`config.mk`:
```
export PLATFORM = sky130hd
export DESIGN_NAME = ccm_top
export DESIGN_NICKNAME = d
export VERILOG_FILES = /design/src/include/ccm_pkg.sv /design/src/ccm_top.sv
export SDC_FILE = /design/constraint.sdc
export NUM_CORES = 1
export LEC_CHECK = 0
export ABC_AREA = 1
export BUFFER_PORTS_ARGS = -buffer_cell sky130_fd_sc_hd__buf_4
export CORE_ASPECT_RATIO = 0.5
export CORE_MARGIN = 2
export CORE_UTILIZATION = 33
export DETAILED_ROUTE_END_ITERATION = 8
export GPL_ROUTABILITY_DRIVEN = 1
export PLACE_DENSITY_LB_ADDON = 0.1
export SYNTH_ARGS = -nofsm -noshare
export SYNTH_HDL_FRONTEND = slang
export SYNTH_SLANG_ARGS = --single-unit
```
`constraint.sdc`:
```
create_clock -name clk_sys -period 34 [get_ports clk_sys]
set_input_delay 0 -clock clk_sys [delete_from_list [all_inputs] [get_ports clk_sys]]
set_output_delay 0 -clock clk_sys [all_outputs]
set_load 0.05 [all_outputs]
```
`src/include/ccm_pkg.sv`:
```
package ccm_pkg;
    // ------------------------------------------------------------
    // register offsets (byte addresses)
    // ------------------------------------------------------------
    localparam logic [7:0] OFF_CONV_COMMAND = 8'h00;
    localparam logic [7:0] OFF_CONV_MODE = 8'h04;
    localparam logic [7:0] OFF_ORDER_LOW = 8'h08;
    localparam logic [7:0] OFF_ORDER_HIGH = 8'h0c;
    localparam logic [7:0] OFF_CHAN_ON = 8'h10;
    localparam logic [7:0] OFF_CHAN_OFF = 8'h14;
    localparam logic [7:0] OFF_CHAN_STATE = 8'h18;
    localparam logic [7:0] OFF_LATEST = 8'h20;
    localparam logic [7:0] OFF_IRQ_ON = 8'h24;
    localparam logic [7:0] OFF_IRQ_OFF = 8'h28;
    localparam logic [7:0] OFF_IRQ_MASK = 8'h2c;
    localparam logic [7:0] OFF_IRQ_STATUS = 8'h30;
    localparam logic [7:0] OFF_OVERRUN = 8'h3c;
    localparam logic [7:0] OFF_EXT_MODE = 8'h40;
    localparam logic [7:0] OFF_CMP_WINDOW = 8'h44;
    localparam logic [7:0] OFF_CH0_RESULT = 8'h50;
    localparam logic [7:0] OFF_CH11_RESULT = 8'h78;
    localparam logic [7:0] OFF_ANALOG = 8'h94;
    localparam logic [7:0] OFF_TOUCH_MODE = 8'hb0;
    localparam logic [7:0] OFF_TOUCH_X = 8'hb4;
    localparam logic [7:0] OFF_TOUCH_Y = 8'hb8;
    localparam logic [7:0] OFF_TOUCH_F = 8'hbc;
    localparam logic [7:0] OFF_TRIGGER = 8'hc0;
    localparam logic [7:0] OFF_LOCK_MODE = 8'he4;
    localparam logic [7:0] OFF_LOCK_STATUS = 8'he8;
    // ------------------------------------------------------------
    // field positions
    // ------------------------------------------------------------
    localparam int CMD_SOFT_RESET_BIT = 0;
    localparam int CMD_START_BIT = 1;
    localparam int CMD_CALIB_BIT = 2;
    localparam int MODE_RES_BIT = 4;
    localparam int MODE_SLEEP_BIT = 5;
    localparam int MODE_FAST_WAKEUP_SELECT_BIT = 6;
    localparam int MODE_DIV_LSB = 8;
    localparam int MODE_DELAY_LSB = 16;
    localparam int MODE_TRACK_LSB = 24;
    localparam int MODE_USER_ORDER_ENABLE_BIT = 31;
    localparam logic [31:0] MODE_FIELD_MASK = 32'h8f0f_ff70;
    localparam logic [31:0] CHAN_MASK = 32'h0000_0fff;
    // status bits: 0 conversion done, 1 calibration done, 2 lock violation
    localparam int IRQ_BITS = 3;
    localparam int IRQ_DONE_BIT = 0;
    localparam int IRQ_CALIB_BIT = 1;
    localparam int IRQ_VIOL_BIT = 2;
    localparam logic [23:0] UNLOCK_KEY_VALUE = 24'h5ac3a5; // access key, arbitrary value
    // ------------------------------------------------------------
    // reset values
    // ------------------------------------------------------------
    localparam logic [31:0] RST_ZERO = 32'h0000_0000;
    localparam logic [31:0] RST_ANALOG = 32'h0000_0100;
    // ------------------------------------------------------------
    // timing: conversion clock periods per conversion (arbitrary core model)
    // ------------------------------------------------------------
    localparam logic [7:0] CONV_PERIODS_10 = 8'h0a;
    localparam logic [7:0] CONV_PERIODS_8 = 8'h08;

    typedef enum {ST_IDLE, ST_WAKE, ST_TRACK, ST_CONV} ccm_phase_type;

    // bus request carrier
    typedef struct packed {
        logic [7:0] addr;
        logic [31:0] wdata;
        logic wr;
        logic rd;
    } ccm_bus_type;

    // timing captured at sequence start
    typedef struct packed {
        logic [7:0] div;
        logic [3:0] delay;
        logic [3:0] track;
        logic low_res;
    } ccm_timing_type;
endpackage

```
`src/ccm_top.sv`:
```
`timescale 1ns/10ps
// Functional notes
// - command bit 0 resets whole block
// - command bit 1 starts conversion
// - calibration runs next or second sequence
// - calibration never updates latest result
// - mode writes blocked while locked
// - bit 4 selects 10 or 8 bits
// - sleep bit without fast wakeup powers core, reference off
// - fast wakeup keeps reference, core off
// - conv clock equals master over 2(div+1)
// - delay code selects start-up wait
// - tracking lasts field plus one periods
// - unmapped offsets are reserved, read zero
// - user order bit selects sequence order
// - locked write flags violation and source
// - correct key clears violation flag
module ccm_top #(
    parameter int NUM_CHAN = 12
) (
    input wire logic clk_sys, // master clock 40 MHz
    input wire logic resetn, // async reset, active low
    input wire logic [7:0] bus_addr, // register byte address
    input wire logic [31:0] bus_wdata, // write data
    input wire logic bus_wr, // write strobe
    input wire logic bus_rd, // read strobe
    input wire logic [9:0] core_result, // sample from analog core
    output logic [31:0] bus_rdata, // read data, cycle after strobe
    output logic irq, // level interrupt
    output logic core_power, // analog core powered
    output logic ref_power, // reference powered
    output logic core_sample, // tracking phase active
    output logic conv_clk_en, // conversion clock enable pulse
    output logic seq_busy // sequence in progress
);
    // ------------------------------------------------------------
    // reset synchroniser
    // ------------------------------------------------------------
    logic [1:0] rst_sync_r; // two-stage release
    logic rst_n; // synchronised reset
    always_ff @(posedge clk_sys or negedge resetn) begin
        if (!resetn) begin
            rst_sync_r <= 2'b00;
        end else begin
            rst_sync_r <= {rst_sync_r[0], 1'b1};
        end
    end
    assign rst_n = rst_sync_r[1];

    // ------------------------------------------------------------
    // state
    // ------------------------------------------------------------
    typedef struct packed {
        logic [31:0] mode;
        logic [31:0] order_lo;
        logic [31:0] order_hi;
        logic [11:0] chan_on;
        logic [15:0] latest;
        logic [2:0] irq_stat;
        logic [2:0] irq_mask;
        logic [31:0] ext_mode;
        logic [31:0] cmp_win;
        logic [31:0] analog;
        logic [31:0] touch;
        logic [31:0] trigger;
        logic lock_en;
        logic viol;
        logic [7:0] viol_src;
        logic [31:0] rdata;
        logic [8:0] div_cnt;
        logic [9:0] wait_cnt;
        ccm_pkg::ccm_phase_type phase;
        ccm_pkg::ccm_timing_type tim;
        logic [3:0] chan;
        logic [4:0] slot;
        logic calib_pend;
        logic [1:0] calib_wait;
        logic calib_run;
        logic start_pend;
    } ccm_state_type;

    ccm_state_type st_r; // registered state
    ccm_state_type st_nxt; // next state
    ccm_pkg::ccm_bus_type bus; // bundled request
    logic soft_rst; // soft reset pulse, combinational
    logic [9:0] delay_periods; // decoded start-up wait

    assign bus = '{addr: bus_addr, wdata: bus_wdata, wr: bus_wr, rd: bus_rd};
    assign soft_rst = bus.wr && bus.addr == ccm_pkg::OFF_CONV_COMMAND
        && bus.wdata[ccm_pkg::CMD_SOFT_RESET_BIT];

    // ------------------------------------------------------------
    // start-up code decode
    // ------------------------------------------------------------
    always_comb begin
        case (st_r.tim.delay)
            4'h0: delay_periods = 10'd0;
            4'h1: delay_periods = 10'd8;
            4'h2: delay_periods = 10'd16;
            4'h3: delay_periods = 10'd24;
            4'h4: delay_periods = 10'd64;
            4'h5: delay_periods = 10'd80;
            4'h6: delay_periods = 10'd96;
            4'h7: delay_periods = 10'd112;
            // upper codes: 512 plus 64 per step
            default: delay_periods = {1'b1, st_r.tim.delay[2:0], 6'h00};
        endcase
    end

    // channel of the current slot in plain or user order
    function automatic logic [3:0] pick_chan(input logic [4:0] slot,
                                             input logic [63:0] order,
                                             input logic use_order);
        logic [3:0] idx;
        idx = slot[3:0];
        if (use_order) begin
            pick_chan = order[idx*4 +: 4];
        end else begin
            pick_chan = idx;
        end
    endfunction

    // ------------------------------------------------------------
    // next-state logic
    // ------------------------------------------------------------
    always_comb begin
        logic prot_hit;
        logic wr_ok;
        logic conv_tick;
        logic [4:0] nslot;
        logic [3:0] ch;
        logic done_ev;
        logic calib_ev;
        logic viol_ev;
        st_nxt = st_r;
        st_nxt.rdata = '0;
        done_ev = 1'b0;
        calib_ev = 1'b0;
        viol_ev = 1'b0;
        ch = 4'h0;
        nslot = 5'h00;
        prot_hit = 1'b0;
        wr_ok = 1'b0;
        conv_tick = 1'b0;
        // protected register set
        prot_hit = bus.addr == ccm_pkg::OFF_CONV_MODE || bus.addr == ccm_pkg::OFF_ORDER_LOW
            || bus.addr == ccm_pkg::OFF_ORDER_HIGH || bus.addr == ccm_pkg::OFF_CHAN_ON
            || bus.addr == ccm_pkg::OFF_CHAN_OFF || bus.addr == ccm_pkg::OFF_EXT_MODE
            || bus.addr == ccm_pkg::OFF_CMP_WINDOW || bus.addr == ccm_pkg::OFF_ANALOG
            || bus.addr == ccm_pkg::OFF_TOUCH_MODE || bus.addr == ccm_pkg::OFF_TRIGGER;
        wr_ok = bus.wr && !(prot_hit && st_r.lock_en);
        // divider: one enable per conversion period of 2(div+1) master cycles,
        // so start-up and tracking counts are in whole conversion clock periods
        conv_tick = st_r.div_cnt == {st_r.tim.div, 1'b1};
        st_nxt.div_cnt = conv_tick ? 9'h000 : st_r.div_cnt + 9'h001;

        // register writes
        if (bus.wr && prot_hit && st_r.lock_en) begin
            viol_ev = 1'b1;
            st_nxt.viol = 1'b1;
            st_nxt.viol_src = bus.addr;
        end
        if (wr_ok) begin
            case (bus.addr)
                ccm_pkg::OFF_CONV_COMMAND: begin
                    if (bus.wdata[ccm_pkg::CMD_START_BIT]) begin
                        st_nxt.start_pend = 1'b1;
                    end
                    if (bus.wdata[ccm_pkg::CMD_CALIB_BIT]) begin
                        st_nxt.calib_pend = 1'b1;
                        st_nxt.calib_wait = (st_r.phase == ccm_pkg::ST_IDLE) ? 2'd2 : 2'd1;
                    end
                end
                ccm_pkg::OFF_CONV_MODE: st_nxt.mode = bus.wdata & ccm_pkg::MODE_FIELD_MASK;
                ccm_pkg::OFF_ORDER_LOW: st_nxt.order_lo = bus.wdata;
                ccm_pkg::OFF_ORDER_HIGH: st_nxt.order_hi = bus.wdata;
                ccm_pkg::OFF_CHAN_ON: st_nxt.chan_on = st_r.chan_on | bus.wdata[11:0];
                ccm_pkg::OFF_CHAN_OFF: st_nxt.chan_on = st_r.chan_on & ~bus.wdata[11:0];
                ccm_pkg::OFF_IRQ_ON: st_nxt.irq_mask = st_r.irq_mask | bus.wdata[2:0];
                ccm_pkg::OFF_IRQ_OFF: st_nxt.irq_mask = st_r.irq_mask & ~bus.wdata[2:0];
                ccm_pkg::OFF_IRQ_STATUS: st_nxt.irq_stat = st_r.irq_stat & ~bus.wdata[2:0];
                ccm_pkg::OFF_EXT_MODE: st_nxt.ext_mode = bus.wdata;
                ccm_pkg::OFF_CMP_WINDOW: st_nxt.cmp_win = bus.wdata;
                ccm_pkg::OFF_ANALOG: st_nxt.analog = bus.wdata;
                ccm_pkg::OFF_TOUCH_MODE: st_nxt.touch = bus.wdata;
                ccm_pkg::OFF_TRIGGER: st_nxt.trigger = bus.wdata;
                ccm_pkg::OFF_LOCK_MODE: begin
                    if (bus.wdata[31:8] == ccm_pkg::UNLOCK_KEY_VALUE) begin
                        st_nxt.lock_en = bus.wdata[0];
                        st_nxt.viol = viol_ev;
                    end
                end
                default: ; // reserved offsets ignored
            endcase
        end

        // sequencer, stepping on conversion clock enables
        case (st_r.phase)
            ccm_pkg::ST_IDLE: begin
                if (st_r.start_pend) begin
                    st_nxt.start_pend = 1'b0;
                    // latch timing for this whole sequence
                    st_nxt.tim.div = st_r.mode[ccm_pkg::MODE_DIV_LSB +: 8];
                    st_nxt.tim.delay = st_r.mode[ccm_pkg::MODE_DELAY_LSB +: 4];
                    st_nxt.tim.track = st_r.mode[ccm_pkg::MODE_TRACK_LSB +: 4];
                    st_nxt.tim.low_res = st_r.mode[ccm_pkg::MODE_RES_BIT];
                    st_nxt.div_cnt = 9'h000;
                    st_nxt.slot = 5'h00;
                    st_nxt.wait_cnt = 10'd0;
                    st_nxt.calib_run = st_r.calib_pend && st_r.calib_wait == 2'd1;
                    if (st_r.calib_pend && st_r.calib_wait != 2'd1) begin
                        st_nxt.calib_wait = st_r.calib_wait - 2'd1;
                    end
                    if (st_r.calib_pend && st_r.calib_wait == 2'd1) begin
                        st_nxt.calib_pend = 1'b0;
                    end
                    st_nxt.phase = ccm_pkg::ST_WAKE;
                end
            end
            ccm_pkg::ST_WAKE: begin
                if (st_r.wait_cnt >= delay_periods) begin
                    st_nxt.wait_cnt = 10'd0;
                    st_nxt.phase = ccm_pkg::ST_TRACK;
                end else if (conv_tick) begin
                    st_nxt.wait_cnt = st_r.wait_cnt + 10'd1;
                end
            end
            ccm_pkg::ST_TRACK: begin
                if (conv_tick) begin
                    if (st_r.wait_cnt[3:0] == st_r.tim.track) begin
                        st_nxt.wait_cnt = 10'd0;
                        st_nxt.phase = ccm_pkg::ST_CONV;
                    end else begin
                        st_nxt.wait_cnt = st_r.wait_cnt + 10'd1;
                    end
                end
            end
            ccm_pkg::ST_CONV: begin
                if (conv_tick) begin
                    if (st_r.wait_cnt[7:0] == (st_r.tim.low_res ? ccm_pkg::CONV_PERIODS_8
                                               : ccm_pkg::CONV_PERIODS_10) - 8'h01) begin
                        ch = pick_chan(st_r.slot, {st_r.order_hi, st_r.order_lo},
                                       st_r.mode[ccm_pkg::MODE_USER_ORDER_ENABLE_BIT]);
                        if (!st_r.calib_run && st_r.chan_on[st_r.slot[3:0]]) begin
                            // 8-bit mode keeps the top bits of the sample
                            st_nxt.latest = {ch, 2'b00, st_r.tim.low_res
                                ? {2'b00, core_result[9:2]} : core_result};
                        end
                        nslot = st_r.slot + 5'h01;
                        st_nxt.wait_cnt = 10'd0;
                        if (nslot == 5'(NUM_CHAN)) begin
                            st_nxt.phase = ccm_pkg::ST_IDLE;
                            done_ev = !st_r.calib_run;
                            calib_ev = st_r.calib_run;
                            st_nxt.calib_run = 1'b0;
                        end else begin
                            st_nxt.slot = nslot;
                            st_nxt.phase = ccm_pkg::ST_TRACK;
                        end
                    end else begin
                        st_nxt.wait_cnt = st_r.wait_cnt + 10'd1;
                    end
                end
            end
            default: st_nxt.phase = ccm_pkg::ST_IDLE;
        endcase

        // sticky status: set wins over clear
        st_nxt.irq_stat = st_nxt.irq_stat | {viol_ev, calib_ev, done_ev};

        // register reads, data one cycle later
        if (bus.rd) begin
            case (bus.addr)
                ccm_pkg::OFF_CONV_MODE: st_nxt.rdata = st_r.mode;
                ccm_pkg::OFF_ORDER_LOW: st_nxt.rdata = st_r.order_lo;
                ccm_pkg::OFF_ORDER_HIGH: st_nxt.rdata = st_r.order_hi;
                ccm_pkg::OFF_CHAN_STATE: st_nxt.rdata = {20'h00000, st_r.chan_on};
                ccm_pkg::OFF_LATEST: st_nxt.rdata = {16'h0000, st_r.latest};
                ccm_pkg::OFF_IRQ_MASK: st_nxt.rdata = {29'h0, st_r.irq_mask};
                ccm_pkg::OFF_IRQ_STATUS: st_nxt.rdata = {29'h0, st_r.irq_stat};
                ccm_pkg::OFF_EXT_MODE: st_nxt.rdata = st_r.ext_mode;
                ccm_pkg::OFF_CMP_WINDOW: st_nxt.rdata = st_r.cmp_win;
                ccm_pkg::OFF_ANALOG: st_nxt.rdata = st_r.analog;
                ccm_pkg::OFF_TOUCH_MODE: st_nxt.rdata = st_r.touch;
                ccm_pkg::OFF_TRIGGER: st_nxt.rdata = st_r.trigger;
                ccm_pkg::OFF_LOCK_MODE: st_nxt.rdata = {31'h0, st_r.lock_en};
                ccm_pkg::OFF_LOCK_STATUS: st_nxt.rdata = {16'h0, st_r.viol_src, 7'h0, st_r.viol};
                default: st_nxt.rdata = '0;
            endcase
        end
    end

    // ------------------------------------------------------------
    // state register; soft reset acts like hardware reset
    // ------------------------------------------------------------
    always_ff @(posedge clk_sys or negedge rst_n) begin
        if (!rst_n) begin
            st_r <= '0;
            st_r.analog <= ccm_pkg::RST_ANALOG;
        end else if (soft_rst) begin
            st_r <= '0;
            st_r.analog <= ccm_pkg::RST_ANALOG;
        end else begin
            st_r <= st_nxt;
        end
    end

    // ------------------------------------------------------------
    // outputs
    // ------------------------------------------------------------
    logic active; // core in use
    assign active = st_r.phase != ccm_pkg::ST_IDLE;
    assign bus_rdata = st_r.rdata;
    assign irq = |(st_r.irq_stat & st_r.irq_mask);
    assign core_power = active || !st_r.mode[ccm_pkg::MODE_SLEEP_BIT]
        && !st_r.mode[ccm_pkg::MODE_FAST_WAKEUP_SELECT_BIT];
    assign ref_power = active || !st_r.mode[ccm_pkg::MODE_SLEEP_BIT]
        || st_r.mode[ccm_pkg::MODE_FAST_WAKEUP_SELECT_BIT];
    assign core_sample = st_r.phase == ccm_pkg::ST_TRACK;
    assign conv_clk_en = active && st_r.div_cnt == {st_r.tim.div, 1'b1};
    assign seq_busy = active;

    // ------------------------------------------------------------
    // assertions
    // ------------------------------------------------------------
    a_locked_mode_hold: assert property (@(posedge clk_sys) disable iff (!rst_n)
        bus_wr && bus_addr == ccm_pkg::OFF_CONV_MODE && st_r.lock_en && !soft_rst
        |=> $stable(st_r.mode)) else $error("mode changed while locked");
    a_viol_flag_set: assert property (@(posedge clk_sys) disable iff (!rst_n)
        bus_wr && bus_addr == ccm_pkg::OFF_TRIGGER && st_r.lock_en && !soft_rst
        |=> st_r.viol && st_r.viol_src == ccm_pkg::OFF_TRIGGER) else $error("violation lost");
    a_key_clears_viol: assert property (@(posedge clk_sys) disable iff (!rst_n)
        bus_wr && bus_addr == ccm_pkg::OFF_LOCK_MODE
        && bus_wdata[31:8] == ccm_pkg::UNLOCK_KEY_VALUE |=> !st_r.viol)
        else $error("key did not clear flag");
    a_soft_reset_all: assert property (@(posedge clk_sys) disable iff (!rst_n)
        soft_rst |=> st_r.mode == 32'h0 && !seq_busy) else $error("soft reset incomplete");
    a_start_begins: assert property (@(posedge clk_sys) disable iff (!rst_n)
        !seq_busy && st_r.start_pend && !soft_rst |=> seq_busy) else $error("start ignored");
    a_mode_unused_zero: assert property (@(posedge clk_sys) disable iff (!rst_n)
        (st_r.mode & ~ccm_pkg::MODE_FIELD_MASK) == 32'h0) else $error("unused mode bits set");
    a_calib_keeps: assert property (@(posedge clk_sys) disable iff (!rst_n)
        st_r.calib_run && !soft_rst |=> $stable(st_r.latest)) else $error("calib wrote result");
    a_timing_frozen: assert property (@(posedge clk_sys) disable iff (!rst_n)
        seq_busy && $past(seq_busy) |-> $stable(st_r.tim)) else $error("timing changed mid run");
    a_fast_wakeup_select_ref_on: assert property (@(posedge clk_sys) disable iff (!rst_n)
        st_r.mode[ccm_pkg::MODE_FAST_WAKEUP_SELECT_BIT] && !seq_busy |-> ref_power && !core_power)
        else $error("fast wakeup power wrong");
    a_unmapped_zero: assert property (@(posedge clk_sys) disable iff (!rst_n)
        bus_rd && bus_addr == 8'h1c |=> bus_rdata == 32'h0) else $error("reserved read nonzero");
    a_div_tick_spacing: assert property (@(posedge clk_sys) disable iff (!rst_n)
        conv_clk_en && st_r.tim.div == 8'h01 && st_r.phase == ccm_pkg::ST_TRACK
        |=> !conv_clk_en [*3] ##1 (conv_clk_en || !seq_busy)) else $error("tick spacing");
    a_calib_sets_flag: assert property (@(posedge clk_sys) disable iff (!rst_n)
        st_r.calib_run && !soft_rst ##1 !seq_busy |-> st_r.irq_stat[ccm_pkg::IRQ_CALIB_BIT])
        else $error("calib not flagged");
    a_sleep_both_off: assert property (@(posedge clk_sys) disable iff (!rst_n)
        st_r.mode[ccm_pkg::MODE_SLEEP_BIT] && !st_r.mode[ccm_pkg::MODE_FAST_WAKEUP_SELECT_BIT] && !seq_busy
        |-> !core_power && !ref_power) else $error("sleep power wrong");
    a_mode_write_lands: assert property (@(posedge clk_sys) disable iff (!rst_n)
        bus_wr && bus_addr == ccm_pkg::OFF_CONV_MODE && !st_r.lock_en && !soft_rst
        |=> st_r.mode == ($past(bus_wdata) & ccm_pkg::MODE_FIELD_MASK))
        else $error("mode write lost");
    c_user_order: cover property (@(posedge clk_sys) disable iff (!rst_n)
        $rose(seq_busy) && st_r.mode[ccm_pkg::MODE_USER_ORDER_ENABLE_BIT]);
    c_sequence_done: cover property (@(posedge clk_sys) disable iff (!rst_n)
        $fell(seq_busy));
    c_locked_write: cover property (@(posedge clk_sys) disable iff (!rst_n)
        $rose(st_r.viol));
    c_calib_run: cover property (@(posedge clk_sys) disable iff (!rst_n)
        $rose(st_r.calib_run));
endmodule

```
==> flow_summary.ini, run 1 <==
[die]
die_w_um = 342
die_y_um = 173
io_pins = 92
die-area_sq_um = 59000
initial_core_util = 0.336
num_rows = 61
fp.coreArea_sq_um = 55900

[pwr]
ir_drop_mv = 0.0269
p_sw_frac = 0.303
internal-power_mw = 0.815
p_leak_nw = 10.6
p_total_mw = 1.17
p_seq_frac = 0.442
p_comb_frac = 0.168
power_density_nw_per_um2 = 53.8
switching_power_mw = 0.355
clockPowerShare = 0.390

[cells_and_area]
drive_gt1_frac = 0.123
layout_common_cells = nand2_1 (415), dfrtp_1 (366), inv_1 (318), nand3_1 (163), o21ai_1 (158)
nets = 2421
n_fill_cell = 5761
final_area_sq_um = 21700
final_common_cell = nand2_1
area_delta_synth_final_pct = 15.6

[place]
globalplace.congestion = 0.865
place_hpwl_um = 48400
io_buffers = 91
place_area_sq_um = 19900
place_ws_ns = 30.38

[clock_tree]
root_buffer = clkbuf_16
post_cts_resized = 0
clockBufferDepth = 3
clock_sinks = 368
cts_tree = done
numCtsBuffers = 39
htreeDepth = 2
cts_setup_buffers = 0
worst_skew_pair.late_latency_ns = 0.57
cts.clk_slew.worst_paths_ns = 0.06
hold_buffers = 55

[synthesis]
synth-edff-count = 0
ys.warnings.count = 0
ys_async_sr_fraction = 1.00
synthAdderAreaFrac = 0.0113
syn_area_per_cell_sq_um = 8.23
synth_xor_area_frac = 0.00792
synth_seq_cells = 368
yosys.area_share.simple = 0.196
synth_compound_area_frac = 0.175
yosys_most_used_dff = dfrtp_1
synth_top_family_by_area = simple AND/OR/NAND/NOR gates
syn_area_sq_um = 18800
syn_inst = 2285
ys_types = 50
syn_nets = 2356
synthMuxAreaShare = 0.00479
synth.yosys.seq_area_share = 0.490

[sta]
tightest_slew_ns = 1.14
slew_headroom = 0.238
min_period_ns = 3.71
setup_viol = 0
setup_tns_ns = 0
finalHoldViolCount = 0
fmax_mhz = 269
finalClockSkew_ns = 0.0275
rsz0062_at_grt = no
slew_violations = 0
fin_crit_sh = 0.109
fin_ws_ns = 30.29

[detailed_routing]
wire_per_inst_um = 23.6
drt_iter0_markers = 1890
wl_um = 73900
vias = 16700
drc = 0
vias_per_cell = 5.31
antenna_left = 0
firstDrtPassIters = 8

[critical_path]
path_max_fanout = 36
startpoint_type = primary input
required_ns = 34.45
cp.arrival_ns = 4.16
endpoint_kind = register
crit_type = primary input to register
rrSetupSlack_ns = 30.51
r2r-start = st_r[6]$_DFFE_PN0P_
worstSetupStartpoint = bus_addr[6]

[grt]
overflow = 0
antenna_found_initial = 2
grt_pass1_vias = 16500
grt_max_degree = 68
grt_usage = 0.250
grt_pass1_wl_um = 112000

[status]
status = completed

[hold_path]
worstHoldStart = bus_addr[0]
hp-class = primary input to register

[job]
drv_cap = 0
-- cells in the mapped netlist, types with 35 or more instances --
| master | count | area [sq um] |
|---|---|---|
| a21oi_1 | 90 | 450 |
| buf_4 | 44 | 330 |
| clkbuf_1 | 64 | 240 |
| dfrtp_1 | 367 | 9180 |
| inv_1 | 319 | 1200 |
| inv_2 | 35 | 131 |
| nand2_1 | 417 | 1570 |
| nand3_1 | 163 | 816 |
| nor2_1 | 96 | 360 |
| o21ai_0 | 129 | 646 |
| o21ai_1 | 158 | 791 |
| o22ai_1 | 151 | 945 |
-- worst max-delay path: stages --
cell and delay, ns:
dlygate4sd3_1 0.54, buf_4 0.13, inv_2 0.05, nand2_1 0.08, nor2_1 0.06, nand2_2 0.06, buf_4 0.54, nand3_1 0.13
nor2_1 0.21, nand2_2 0.11, a21oi_4 0.12, buf_4 0.71, nand2_4 0.27, nand2_2 0.75, o21ai_0 0.20, o21ai_0 0.12
-- power by group through the flow --
stage / Combinational, mW / Sequential (mW) / Clock (mW)
after floorplan: 0.135 / 0.518 / 0
after global placement: 0.189 / 0.524 / 0
after detailed placement: 0.190 / 0.525 / 0
after CTS: 0.197 / 0.517 / 0.461
after global routing: 0.225 / 0.523 / 0.480
final: 0.196 / 0.517 / 0.457
-- state kept, by name, indices dropped and copies added, names as in the netlist --
| signal | count |
|---|---|
| bus_rdata | 32 |
| rst_sync_r | 2 |
| st_r | 334 |
-- final timing paths --
check,depth (start not counted),end
worst max-delay path,16,st_r[196]$_DFFE_PN1P_
worst min-delay path,6,st_r[0]$_DFF_PN0_
worst max register to register,10,st_r[297]$_DFFE_PN0P_
worst min register to register,0,rst_sync_r[1]$_DFF_PN0_
max in group asynchronous,2,st_r[356]$_DFFE_PN0P_
min in group asynchronous,3,rst_sync_r[0]$_DFF_PN0_
-- metal layers --
layer	global-route usage	share of wire
met3	0.0509	0.077
met2	0.360	0.41
met1	0.380	0.48
met4	0.0608	0.024
met5	0	0.00018
-- kinds of logic (layout without fill, tap and decap cells) --
kind of cell	after synthesis	count (layout)
other	1	2
xor gates and xnor gates	17	17
AOI/OAI and AO/OA	581	581
adders and majority gates	17	17
DFF	368	368
and+or+nand+nor	783	783
buffers and inverters	510	605
muxes	8	8
-- cell type report --
| class | instances | area, sq um | share of cell area |
|---|---|---|---|
| Inverter | 358 | 1340 | 0.0618 |
| Antenna cell | 1 | 2.50 | 0.000115 |
| Tap cell | 756 | 946 | 0.0435 |
| Clock inverter | 17 | 181 | 0.00834 |
| Timing Repair Buffer | 176 | 1460 | 0.0671 |
| Sequential cell | 368 | 9210 | 0.424 |
| Multi-Input combinational cell | 1407 | 7460 | 0.343 |
| Clock buffer | 54 | 1140 | 0.0526 |
-- stage by stage --
stage / util / hold slack [ns] / cells
after global placement: 0.355 / -0.216 / 3010
after global routing: 0.389 / 0.115 / 3136
final: 0.389 / 0.0690 / 3137
after CTS: 0.389 / 0.0658 / 3136
after detailed placement: 0.355 / -0.214 / 3010
after floorplan: - / -0.296 / 2285
(Power assumes the default switching activity.)
==> run 2: changes to the inputs <==
- clock period: 34 -> 3 ns (I/O delays scaled with it)
==> run 2 against run 1 <==
  * Highest routed layer unchanged
  * Cell area increased by 1.7%
  * Critical endpoint is now st_r[306]$_DFFE_PN0P_
  * Largest power group unchanged
  * Final cell count is 1.4% higher
  * Utilization is 0.66 points higher
==> flow_summary.ini, run 2 (synthesis gave the netlist of run 1 again) <==
[place]
dp_cells = 3055
place_hpwl_um = 51500
globalplace.congestion = 0.902
place_ws_ns = 0.591
io_buffers = 91

[sta]
slew_headroom = 0.460
setup_viol = 0
setup_tns_ns = 0
fmax_mhz = 380
slew_violations = 0
fin_ws_ns = 0.369
rsz0062_at_grt = no
tightest_slew_ns = 0.803
fin_crit_sh = 0.877
finalHoldViolCount = 0
min_period_ns = 2.63
finalClockSkew_ns = 0.0267

[cells_and_area]
top_register = st_r
final_util = 0.395
largest_reg_flops = 334
layout_common_cells = nand2_1 (415), dfrtp_1 (366), inv_1 (318), nand3_1 (163), o21ai_1 (158)
drive_gt1_frac = 0.135
n_fill_cell = 5738
area_delta_synth_final_pct = 17.6
finalNonFillerCells = 3180
nets = 2466
final_common_cell = nand2_1

[hold_path]
min_to = st_r[0]$_DFF_PN0_
whs_path_depth = 6
hp-class = primary input to register
worstHoldStart = bus_addr[0]

[die]
num_rows = 61
io_pins = 92
die-area_sq_um = 59000
fp.coreArea_sq_um = 55900
die_w_um = 342
initial_core_util = 0.336
die_y_um = 173

[critical_path]
r2r-start = st_r[68]$_DFFE_PN0P_
endpoint_kind = register
path_max_fanout = 12
required_ns = 3.49
cp.arrival_ns = 3.12
crit_type = primary input to register
rr_endpoint = st_r[297]$_DFFE_PN0P_
startpoint_type = primary input
worst_r2r_path_depth = 9
rrSetupSlack_ns = 0.64

[clock_tree]
cts.clk_slew.worst_paths_ns = 0.07
worst_skew_pair.late_latency_ns = 0.57
clockBufferDepth = 3
hold_buffers = 56
clock_sinks = 368
htreeDepth = 2
post_cts_resized = 0
root_buffer = clkbuf_16
cts_setup_buffers = 0
numCtsBuffers = 38
cts_tree = done

[grt]
overflow = 0
grt_pass1_vias = 16200
antenna_found_initial = 5
grt_max_degree = 105
grt_usage = 0.249
grt_pass1_wl_um = 110000

[detailed_routing]
vias = 16800
wire_per_inst_um = 23.2
drt_iter0_markers = 1814
drc = 0
vias_per_cell = 5.28
antenna_left = 0
wl_um = 73800
firstDrtPassIters = 5

[job]
drv_cap = 0

[pwr]
p_leak_nw = 10.8
ir_drop_mv = 0.338
power_density_nw_per_um2 = 591
p_total_mw = 13.1

[status]
status = completed
[run 2: cell types whose count changed in the layout (fill, tap and decap cells not counted), moves of 3 or more]
cell	previous run	this run
buf_12	0	10
buf_4	121	156
clkbuf_1	5	11
clkbuf_8	9	5
clkinv_2	10	7
[run 2: stage by stage]
stage / instance area [sq um] / hold WS (ns)
5_1_grt: 22100 / 0.0887
3_5_place_dp: 20300 / -0.215
3_3_place_gp: 20300 / -0.216
6_report: 22100 / 0.0928
4_1_cts: 22100 / 0.0618
2_1_floorplan: 18800 / -0.296
[run 2: worst max path at each step]
stage	cells past startpoint	endpoint	slack [ns]	startpoint
after global placement	12	st_r[7]$_DFFE_PN0P_	0.59	bus_addr[1]
after CTS	17	st_r[306]$_DFFE_PN0P_	0.41	bus_addr[3]
after global routing	17	st_r[306]$_DFFE_PN0P_	0.21	bus_addr[3]
after detailed placement	12	st_r[7]$_DFFE_PN0P_	0.59	bus_addr[1]
after floorplan	0	bus_rdata[0]$_DFF_PN0_	-0.63	rst_sync_r[1]$_DFF_PN0_
final	17	st_r[306]$_DFFE_PN0P_	0.37	bus_addr[3]
[run 2: critical path: stages]
cell and delay, ns:
dlygate4sd3_1 0.54, buf_4 0.14, inv_2 0.10, nand2_1 0.08, nor2_2 0.28, nand2_2 0.09
nand3_1 0.09, nor2_1 0.06, nand2_2 0.09, nand2_1 0.13, nand4_1 0.14, buf_4 0.22
nand2_1 0.34, nand2_1 0.15, nand2_1 0.06, nand2_1 0.05, dlygate4sd3_1 0.54
[run 2: area by class of cell]
cell class | count | area, sq um | share of cell area
clock buffers | 55 | 1090 | 0.0491
clock inverters | 12 | 143 | 0.00645
well taps | 756 | 946 | 0.0428
flip-flops and latches | 368 | 9210 | 0.417
multi-input cells | 1407 | 7450 | 0.337
inverters | 358 | 1340 | 0.0608
diodes | 2 | 5.00 | 0.000226
repair buffers | 222 | 1930 | 0.0873
[run 2: metal layers]
layer  part of all wire  GRT usage  vias to the layer above
li1                   -          -                     7782
met1               0.49      0.380                     8215
met2               0.40      0.345                      670
met3              0.089     0.0664                      116
met4              0.022     0.0589                        4
met5            0.00037          0                        -
[run 2: report_power, final]
| group | internal [mW] | switching, mW |
|---|---|---|
| Clock | 2.78 | 2.18 |
| Sequential | 5.50 | 0.340 |
| Combinational | 0.826 | 1.44 |
